--- src/core/dma_regs_pkg.sv ---
// Function
// - status bits 7:4 show pending request per channel, bit 4 first channel
// - pending request comes from hardware request line or software request
// - upper group channel 4 request status is its own request ORed with channels 0 to 3
// - status bits 3:0 show terminal count reached per channel
// - terminal count bit of cascade channel 4 carries no meaning
// - single mask write bit 2 masks, clear unmasks selected channel
// - single mask bits 1:0 select one of the group's four channels
// - single mask write changes exactly one channel's mask bit
// - mode bits 7:6 transfer mode demand, single, cascade; 10 reserved
// - mode bit 5 picks decrement; increment after reset or master clear
// - mode bit 4 clear stops at terminal count; reset clears it
// - mode bit 4 set reloads current address and count from base
// - mode bits 3:2 transfer type verify, write, read; 11 illegal
// - cascade mode ignores the transfer type field
// - mode bits 1:0 pick which channel mode register takes bits 7:2
// - master clear clears status, decrement and autoinitialize bits, sets masks
// - terminal count sets channel mask unless autoinitialize enabled
package dma_regs_pkg;
	localparam logic [7:0] LOW_STATUS_ADDR = 8'h08;
	localparam logic [7:0] LOW_MASK_ADDR = 8'h0A;
	localparam logic [7:0] LOW_MODE_ADDR = 8'h0B;
	localparam logic [7:0] HIGH_STATUS_ADDR = 8'hD0;
	localparam logic [7:0] HIGH_MASK_ADDR = 8'hD4;
	localparam logic [7:0] HIGH_MODE_ADDR = 8'hD6;
	localparam int MASK_BIT_POS = 2;
	localparam int MODE_XFER_LSB = 6;
	localparam int MODE_DEC_POS = 5;
	localparam int MODE_AUTO_POS = 4;
	localparam int MODE_TYPE_LSB = 2;
	localparam logic [3:0] MASK_RESET = 4'hF;
	localparam logic [5:0] MODE_RESET = 6'h00;

	typedef enum logic [1:0] {
		XFER_DEMAND = 2'h0,
		XFER_SINGLE = 2'h1,
		XFER_RESERVED = 2'h2,
		XFER_CASCADE = 2'h3
	} xfer_mode_type;

	typedef enum logic [1:0] {
		TYPE_VERIFY = 2'h0,
		TYPE_WRITE = 2'h1,
		TYPE_READ = 2'h2,
		TYPE_ILLEGAL = 2'h3
	} xfer_type_type;

	typedef struct packed {
		xfer_mode_type xfer_mode;
		logic decrement;
		logic auto_init;
		xfer_type_type xfer_type;
	} channel_mode_type;
endpackage

--- src/core/dma_status_mask_mode.sv ---
`timescale 1ns/100ps
module dma_status_mask_mode
	import dma_regs_pkg::*;
(
	input wire logic CLK_I, // 25 MHz core clock
	input wire logic RESET_I, // synchronous part reset, active high
	input wire logic [7:0] IO_ADDR_I, // i/o port address
	input wire logic [7:0] IO_WDATA_I, // write data
	input wire logic IO_WR_I, // write strobe, one cycle
	input wire logic IO_RD_I, // read strobe, one cycle
	input wire logic MASTER_CLEAR_I, // master clear command pulse
	input wire logic [7:0] HW_REQ_I, // hardware request per channel
	input wire logic [7:0] SW_REQ_I, // software request per channel
	input wire logic [7:0] TC_I, // terminal count pulse per channel
	output logic [7:0] IO_RDATA_O, // read data, registered
	output logic [7:0] MASK_O, // channel masks, 1 = masked
	output logic [7:0] REQ_ACTIVE_O, // unmasked requests to arbiter
	output logic [7:0] RELOAD_O, // reload current from base, pulse
	output logic [7:0] DECREMENT_O, // address direction per channel
	output logic [15:0] XFER_MODE_O, // transfer mode, 2 bits per channel
	output logic [15:0] XFER_TYPE_O // effective type, 2 bits per channel
);
	channel_mode_type mode_reg [8];
	channel_mode_type mode_next [8];
	logic [7:0] mask_reg, mask_next;
	logic [7:0] tc_reg, tc_next;
	logic [7:0] rdata_reg, rdata_next;
	logic [7:0] reload_reg, reload_next;
	logic [7:0] active_reg, active_next;
	logic [7:0] dec_reg, dec_next;
	logic [15:0] xmode_reg, xmode_next;
	logic [15:0] xtype_reg, xtype_next;
	logic [7:0] pending;
	logic clear_all;

	function automatic logic [7:0] status_byte(input logic [3:0] req,
		input logic [3:0] tc);
		status_byte = {req, tc};
	endfunction

	assign clear_all = RESET_I | MASTER_CLEAR_I;

	always_comb begin
		pending = HW_REQ_I | SW_REQ_I;
		pending[4] = pending[4] | (|pending[3:0]);
	end

	always_comb begin
		mask_next = mask_reg;
		tc_next = tc_reg;
		rdata_next = 8'h00;
		reload_next = 8'h00;
		for (int c = 0; c < 8; c++) begin
			mode_next[c] = mode_reg[c];
		end
		if (IO_RD_I && IO_ADDR_I == LOW_STATUS_ADDR) begin
			rdata_next = status_byte(pending[3:0], tc_reg[3:0]);
			tc_next[3:0] = 4'h0;
		end
		if (IO_RD_I && IO_ADDR_I == HIGH_STATUS_ADDR) begin
			// channel 4 tc bit is meaningless; it is reported as recorded and cleared with the others
			rdata_next = status_byte(pending[7:4], tc_reg[7:4]);
			tc_next[7:4] = 4'h0;
		end
		if (IO_WR_I) begin
			if (IO_ADDR_I == LOW_MASK_ADDR) begin
				// upper bits are expected zero and ignored
				mask_next[IO_WDATA_I[1:0]] =
					IO_WDATA_I[MASK_BIT_POS];
			end
			if (IO_ADDR_I == HIGH_MASK_ADDR) begin
				mask_next[{1'b1, IO_WDATA_I[1:0]}] =
					IO_WDATA_I[MASK_BIT_POS];
			end
			if (IO_ADDR_I == LOW_MODE_ADDR) begin
				mode_next[{1'b0, IO_WDATA_I[1:0]}] =
					IO_WDATA_I[7:2];
			end
			if (IO_ADDR_I == HIGH_MODE_ADDR) begin
				mode_next[{1'b1, IO_WDATA_I[1:0]}] =
					IO_WDATA_I[7:2];
			end
		end
		for (int c = 0; c < 8; c++) begin
			if (TC_I[c]) begin
				tc_next[c] = 1'b1;
				if (mode_reg[c].auto_init) begin
					reload_next[c] = 1'b1;
				end else begin
					mask_next[c] = 1'b1;
				end
			end
		end
		if (clear_all) begin
			mask_next = {MASK_RESET, MASK_RESET};
			tc_next = 8'h00;
			reload_next = 8'h00;
			for (int c = 0; c < 8; c++) begin
				mode_next[c].decrement = 1'b0;
				mode_next[c].auto_init = 1'b0;
			end
		end
	end

	always_comb begin
		active_next = pending & ~mask_next;
		for (int c = 0; c < 8; c++) begin
			dec_next[c] = mode_next[c].decrement;
			xmode_next[2*c +: 2] = mode_next[c].xfer_mode;
			if (mode_next[c].xfer_mode == XFER_CASCADE) begin
				xtype_next[2*c +: 2] = TYPE_VERIFY;
			end else begin
				xtype_next[2*c +: 2] = mode_next[c].xfer_type;
			end
		end
	end

	always_ff @(posedge CLK_I) begin
		if (RESET_I) begin
			for (int c = 0; c < 8; c++) begin
				mode_reg[c] <= MODE_RESET;
			end
			mask_reg <= 8'hFF;
			tc_reg <= 8'h00;
			rdata_reg <= 8'h00;
			reload_reg <= 8'h00;
			active_reg <= 8'h00;
			dec_reg <= 8'h00;
			xmode_reg <= 16'h0000;
			xtype_reg <= 16'h0000;
		end else begin
			for (int c = 0; c < 8; c++) begin
				mode_reg[c] <= mode_next[c];
			end
			mask_reg <= mask_next;
			tc_reg <= tc_next;
			rdata_reg <= rdata_next;
			reload_reg <= reload_next;
			active_reg <= active_next;
			dec_reg <= dec_next;
			xmode_reg <= xmode_next;
			xtype_reg <= xtype_next;
		end
	end

	assign IO_RDATA_O = rdata_reg;
	assign MASK_O = mask_reg;
	assign REQ_ACTIVE_O = active_reg;
	assign RELOAD_O = reload_reg;
	assign DECREMENT_O = dec_reg;
	assign XFER_MODE_O = xmode_reg;
	assign XFER_TYPE_O = xtype_reg;
endmodule

--- config.mk ---
export PLATFORM = sky130hd
export DESIGN_NAME = dma_status_mask_mode
export DESIGN_NICKNAME = d
export VERILOG_FILES = /design/src/core/dma_regs_pkg.sv /design/src/core/dma_status_mask_mode.sv
export SDC_FILE = /design/constraint.sdc
export NUM_CORES = 1
export LEC_CHECK = 0
export ABC_CLOCK_PERIOD_IN_PS = 2800
export BUFFER_PORTS_ARGS = -buffer_cell sky130_fd_sc_hd__buf_2
export CAP_MARGIN = 0
export CORE_AREA = 2 2 114 83
export CTS_BUF_LIST = sky130_fd_sc_hd__clkbuf_8
export CTS_CLUSTER_DIAMETER = 60
export DETAILED_ROUTE_END_ITERATION = 10
export DIE_AREA = 0 0 116 85
export PLACE_DENSITY_LB_ADDON = 0.2
export RECOVER_POWER = 100
export SKIP_CTS_REPAIR_TIMING = 1
export SLEW_MARGIN = 20
export SYNTH_ARGS = -nofsm -noshare
export SYNTH_HDL_FRONTEND = slang
export SYNTH_SLANG_ARGS = --single-unit
--- constraint.sdc ---
create_clock -name CLK_I -period 2.8 [get_ports CLK_I]
set_clock_uncertainty 0.2 [all_clocks]
set_input_delay 0.42 -clock CLK_I [delete_from_list [all_inputs] [get_ports CLK_I]]
set_output_delay 0.42 -clock CLK_I [all_outputs]
set_load 0.02 [all_outputs]
==> results.toml, run 1 <==
[timing]
max_freq_mhz = 438
whs_ns = 0.0801
period_needed_ns = 2.28
drv_slew = 0
hold_viol = 0
rsz0062_at_grt = "false"
relSlewSlack = 0.166
setup_viol = 0
setup_slack_ns = 0.517
timing.final.crit_share = 0.815
tns_ns = 0
tightest_slew_ns = 1.23

[critical_path]
r2r_cells = 4
required_ns = 2.81
endpoint_kind = "flop"
critPathKind = "input pin to flop"
crit_arrival_ns = 2.29
worst-path-max-fanout = 13
startpoint_type = "input pin"

[floorplan]
start_util = 0.454
die-area_um2 = 9860
num_io_pins = 117
rows = 29
die_h_um = 85
core_um2 = 8780
die_x_um = 116

[yosys]
yosysWarnings = 0
synth.avg_cell_area_um2 = 9.44
synthArstFlopShare = 0
ys_seq_area_frac = 0.522
synth_cell_type_count = 38
syn_area_um2 = 3990
ys.flop_type = "dfxtp_1"
synth-edff-count = 0
synth-seq-cells = 104
syn_nets = 467
syn_inst = 422

[clock_tree]
clockBufferDepth = 2
root_buffer = "clkbuf_8"
cts.sinks = 104
cts_buffers = 9
insertion_delay_ns = 0.36
htree_levels = 3
cts_tree = "built"
clkTransAtPathRegs_ns = 0.09

[pwr]
powerDensity_nw_per_um2 = 541
seqPwrFrac = 0.605
power_frac_clock = 0.341
leakage_nw = 1.88
combPwrFrac = 0.054
power_switching_uw = 587
swShare = 0.239
vdd_ir_drop_max_mv = 0.264
internal_power_mw = 1.87

[final_layout]
final_area_um2 = 4550
drive_gt1_frac = 0.133
multiInputGateArea_um2 = 1560
area_delta_synth_final_pct = 14.1
final_common_cell = "dfxtp_1"
num_antenna_cells = 0
final_cell_mix = "dfxtp_1 (104), clkbuf_1 (76), nor2_1 (60)"
final_nets = 550
regArea_um2 = 2080
largest_reg_flops = 25
fillCellCount = 878

[detailed_routing]
wl_per_cell_um = 15.8
postRouteAntennaNets = 0
drc_errors = 0
via_per_inst = 5.14
vias = 3260
postRouteWirelength_mm = 10.0
drtPass1Iterations = 4
drtIter0Drc = 263

[placed_design]
place_area_um2 = 4490
pre_cts_slack_ns = 0.420
dp_hpwl_mm = 7.49
globalplace.congestion = 0.884
numPortBuffers = 116

[global_routing]
grt_pass1_wl_mm = 15.9
grt.overflow.total = 0
antenna_found_initial = 0
grt_max_degree = 27
grt_pass1_vias = 2980
grtUsageTotal = 0.211

[worst_hold_path]
min_path_cells = 3
hold_path.class = "input pin to flop"

[flow_run]
drv_cap = 0

[status]
status = "complete, no violations"
-- cells in the mapped netlist, types with 4 or more instances --
library cell | instances | share of area
buf_4 | 24 | 0.045
or4_1 | 4 | 0.0075
a22o_1 | 4 | 0.0088
dfxtp_1 | 104 | 0.52
o41ai_1 | 8 | 0.018
nand4_1 | 6 | 0.0094
nand2_1 | 9 | 0.0085
o21ai_1 | 4 | 0.0050
a21oi_1 | 25 | 0.031
o211ai_1 | 6 | 0.011
clkbuf_1 | 21 | 0.020
buf_1 | 4 | 0.0038
inv_1 | 9 | 0.0085
mux2i_1 | 36 | 0.090
and3_1 | 9 | 0.014
nor2_1 | 60 | 0.057
o21ai_0 | 24 | 0.030
nand3_1 | 29 | 0.036
-- cells by family (layout without fill, tap and decap cells) --
group	count (synthesis)	after routing	share of synthesized area
mux	36	36	0.0904
simple gates	144	144	0.189
compound gates	77	77	0.117
flops	104	104	0.522
buf+inv	61	149	0.0810
-- path summary, 6_finish.rpt --
check	start	end	slack [ns]
worst max-delay path	IO_ADDR_I[3]	mode_reg[0][6]	0.52
worst min-delay path	HW_REQ_I[6]	REQ_ACTIVE_O[6]	0.08
worst max register to register	mode_reg[0][2]	REQ_ACTIVE_O[0]	1.50
worst min register to register	mode_reg[1][7]	XFER_TYPE_O[11]	0.26
-- layout make-up --
| cell class | instances | share of cell area |
|---|---|---|
| Multi-Input combinational cell | 257 | 0.344 |
| Clock inverter | 6 | 0.00771 |
| Sequential cell | 104 | 0.458 |
| Inverter | 9 | 0.00743 |
| Clock buffer | 10 | 0.0303 |
| Tap cell | 124 | 0.0341 |
| Timing Repair Buffer | 124 | 0.119 |
-- critical path, stage by stage --
cell and delay, ns:
buf_2 0.22, nor4b_1 1.02, nand4_1 0.17, buf_4 0.25
mux2i_1 0.15, nor2_1 0.05
-- per-layer routing --
layer | GRT usage | share of wire | vias up
li1 | - | - | 1632
met1 | 0.322 | 0.50 | 1512
met2 | 0.287 | 0.41 | 108
met3 | 0.0693 | 0.091 | 8
met4 | 0.0487 | 0.0076 | 0
met5 | 0 | 0 | -
-- stage by stage --
step | std cells | power [mW] | utilization
after floorplan | 422 | 1.59 | -
after global routing | 634 | 2.56 | 0.518
after CTS | 634 | 2.49 | 0.531
after detailed placement | 618 | 1.66 | 0.512
after global placement | 618 | 1.65 | 0.512
final | 634 | 2.46 | 0.518
-- power by group through the flow --
| stage | Clock [mW] | Sequential, mW | Combinational [mW] |
|---|---|---|---|
| finish | 0.838 | 1.49 | 0.133 |
| global placement | 0 | 1.52 | 0.133 |
| global route | 0.926 | 1.49 | 0.148 |
| detailed placement | 0 | 1.52 | 0.134 |
| CTS | 0.870 | 1.49 | 0.135 |
| floorplan | 0 | 1.52 | 0.0683 |
(Power assumes the default switching activity.)
==> run 2: changes to the inputs <==
- ABC_CLOCK_PERIOD_IN_PS: 2800 -> 2100
- clock period: 2.8 -> 2.1 ns (I/O delays scaled with it)
==> results.toml, run 2 (synthesized netlist as in run 1, its figures left out) <==
[status]
status = "finished with violations"
violations = "negative hold slack"

[detailed_routing]
postRouteAntennaNets = 0
drtPass1Iterations = 4
wl_per_cell_um = 15.7
drc_errors = 0
via_per_inst = 5.20
vias = 3392
drtIter0Drc = 237
postRouteWirelength_mm = 10.2

[final_layout]
final_cell_mix = "dfxtp_1 (104), clkbuf_1 (86), nor2_1 (60)"
drive_gt1_frac = 0.131
final_common_cell = "dfxtp_1"
area_delta_synth_final_pct = 17.7
largest_reg_flops = 25
final_cells = 652
num_antenna_cells = 0
fillCellCount = 880
final_nets = 568

[placed_design]
dp_hpwl_mm = 7.62
pre_cts_slack_ns = -0.00237
numPortBuffers = 116
dp.cells = 629
globalplace.congestion = 0.902

[timing]
hold_viol = 3
max_freq_mhz = 531
relSlewSlack = 0.544
period_needed_ns = 1.88
setup_slack_ns = 0.218
timing.final.crit_share = 0.896
whs_ns = -0.0116
rsz0062_at_grt = "false"
setup_viol = 0
tightest_slew_ns = 0.684
drv_slew = 0

[critical_path]
crit_arrival_ns = 1.92
startpoint_type = "input pin"
r2r_cells = 4
worst-path-max-fanout = 4
path_cells = "clkbuf_1, or4b_1, or3_1, o311ai_0, nor2_1"
max_stage_delay_ns = 0.59
rrSetupSlack_ns = 0.81
timing.critical_path.buf_inv = 1
endpoint_kind = "flop"
path_delay_family = "simple AND/OR/NAND/NOR gates"
r2r_start = "mode_reg[1][14]"
critPathKind = "input pin to flop"
reg2reg_to = "REQ_ACTIVE_O[6]"
required_ns = 2.14
critPathSlowestCell = "or4b_1"

[pwr]
vdd_ir_drop_max_mv = 0.380
power_frac_clock = 0.362
combPwrFrac = 0.057
leakage_nw = 1.94
seqPwrFrac = 0.580
power_switching_uw = 789
powerDensity_nw_per_um2 = 728
internal_power_mw = 2.63
swShare = 0.231

[clock_tree]
htree_levels = 3
clockBufferDepth = 2
cts_buffers = 9
cts_tree = "built"
clkTransAtPathRegs_ns = 0.09
root_buffer = "clkbuf_8"
insertion_delay_ns = 0.37
cts.sinks = 104

[worst_hold_path]
holdPathEnd = "tc_reg[2]"
hold_path.class = "input pin to flop"
hold_path_startpoint = "TC_I[2]"
min_path_cells = 3

[global_routing]
grt_pass1_vias = 3081
grt_pass1_wl_mm = 15.8
antenna_found_initial = 0
grt_max_degree = 25
grtUsageTotal = 0.212
grt.overflow.total = 0

[flow_run]
drv_cap = 0

[floorplan]
die-area_um2 = 9860
num_io_pins = 117
core_um2 = 8780
start_util = 0.454
rows = 29
die_h_um = 85
die_x_um = 116
==> run 2: worst min-delay path, cell delays in order <==
cell and delay [ns]:
buf_2 0.10, a21oi_1 0.04, nor2_1 0.07
==> run 2: layout make-up <==
cell class | count | area (um^2) | area share
sequential | 104 | 2080 | 0.444
multi-input combinational | 257 | 1570 | 0.334
timing repair buffer | 142 | 656 | 0.140
tap | 124 | 155 | 0.0331
clock buffer | 10 | 138 | 0.0293
clock inverter | 6 | 58.8 | 0.0125
inverter | 9 | 33.8 | 0.00720
==> run 2: how the worst max path moves through the flow <==
stage	cells past startpoint	from	slack [ns]	endpoint
floorplan	7	IO_WDATA_I[0]	0.09	mode_reg[1][0]
global placement	5	IO_ADDR_I[2]	0.04	REQ_ACTIVE_O[0]
detailed placement	6	IO_ADDR_I[2]	-0.002	REQ_ACTIVE_O[1]
CTS	6	IO_ADDR_I[2]	0.38	REQ_ACTIVE_O[1]
global route	6	IO_ADDR_I[5]	0.16	XFER_TYPE_O[9]
finish	5	IO_ADDR_I[4]	0.22	REQ_ACTIVE_O[0]
==> run 2: routing by layer <==
metal / routed length [um] / vias up / GRT usage
li1: - / 1671 / -
met1: 4830 / 1580 / 0.305
met2: 4280 / 132 / 0.304
met3: 1050 / 9 / 0.0757
met4: 76 / 0 / 0.0541
met5: 0 / - / 0
==> run 2: power by group through the flow <==
stage,Sequential (mW),Clock (mW),Combinational [mW]
after floorplan,2.03,0,0.0911
after global placement,2.03,0,0.182
after detailed placement,2.03,0,0.185
after CTS,1.98,1.27,0.187
after global routing,1.98,1.35,0.215
final,1.98,1.24,0.195
==> run 2: metrics by stage <==
step | cell area [um^2] | util | setup TNS (ns) | total power [mW]
after global placement | 4570 | 0.521 | 0 | 2.21
after CTS | 4770 | 0.543 | 0 | 3.44
after global routing | 4690 | 0.534 | 0 | 3.55
after floorplan | 3990 | - | 0 | 2.12
after detailed placement | 4570 | 0.521 | -0.00237 | 2.21
final | 4690 | 0.534 | 0 | 3.42
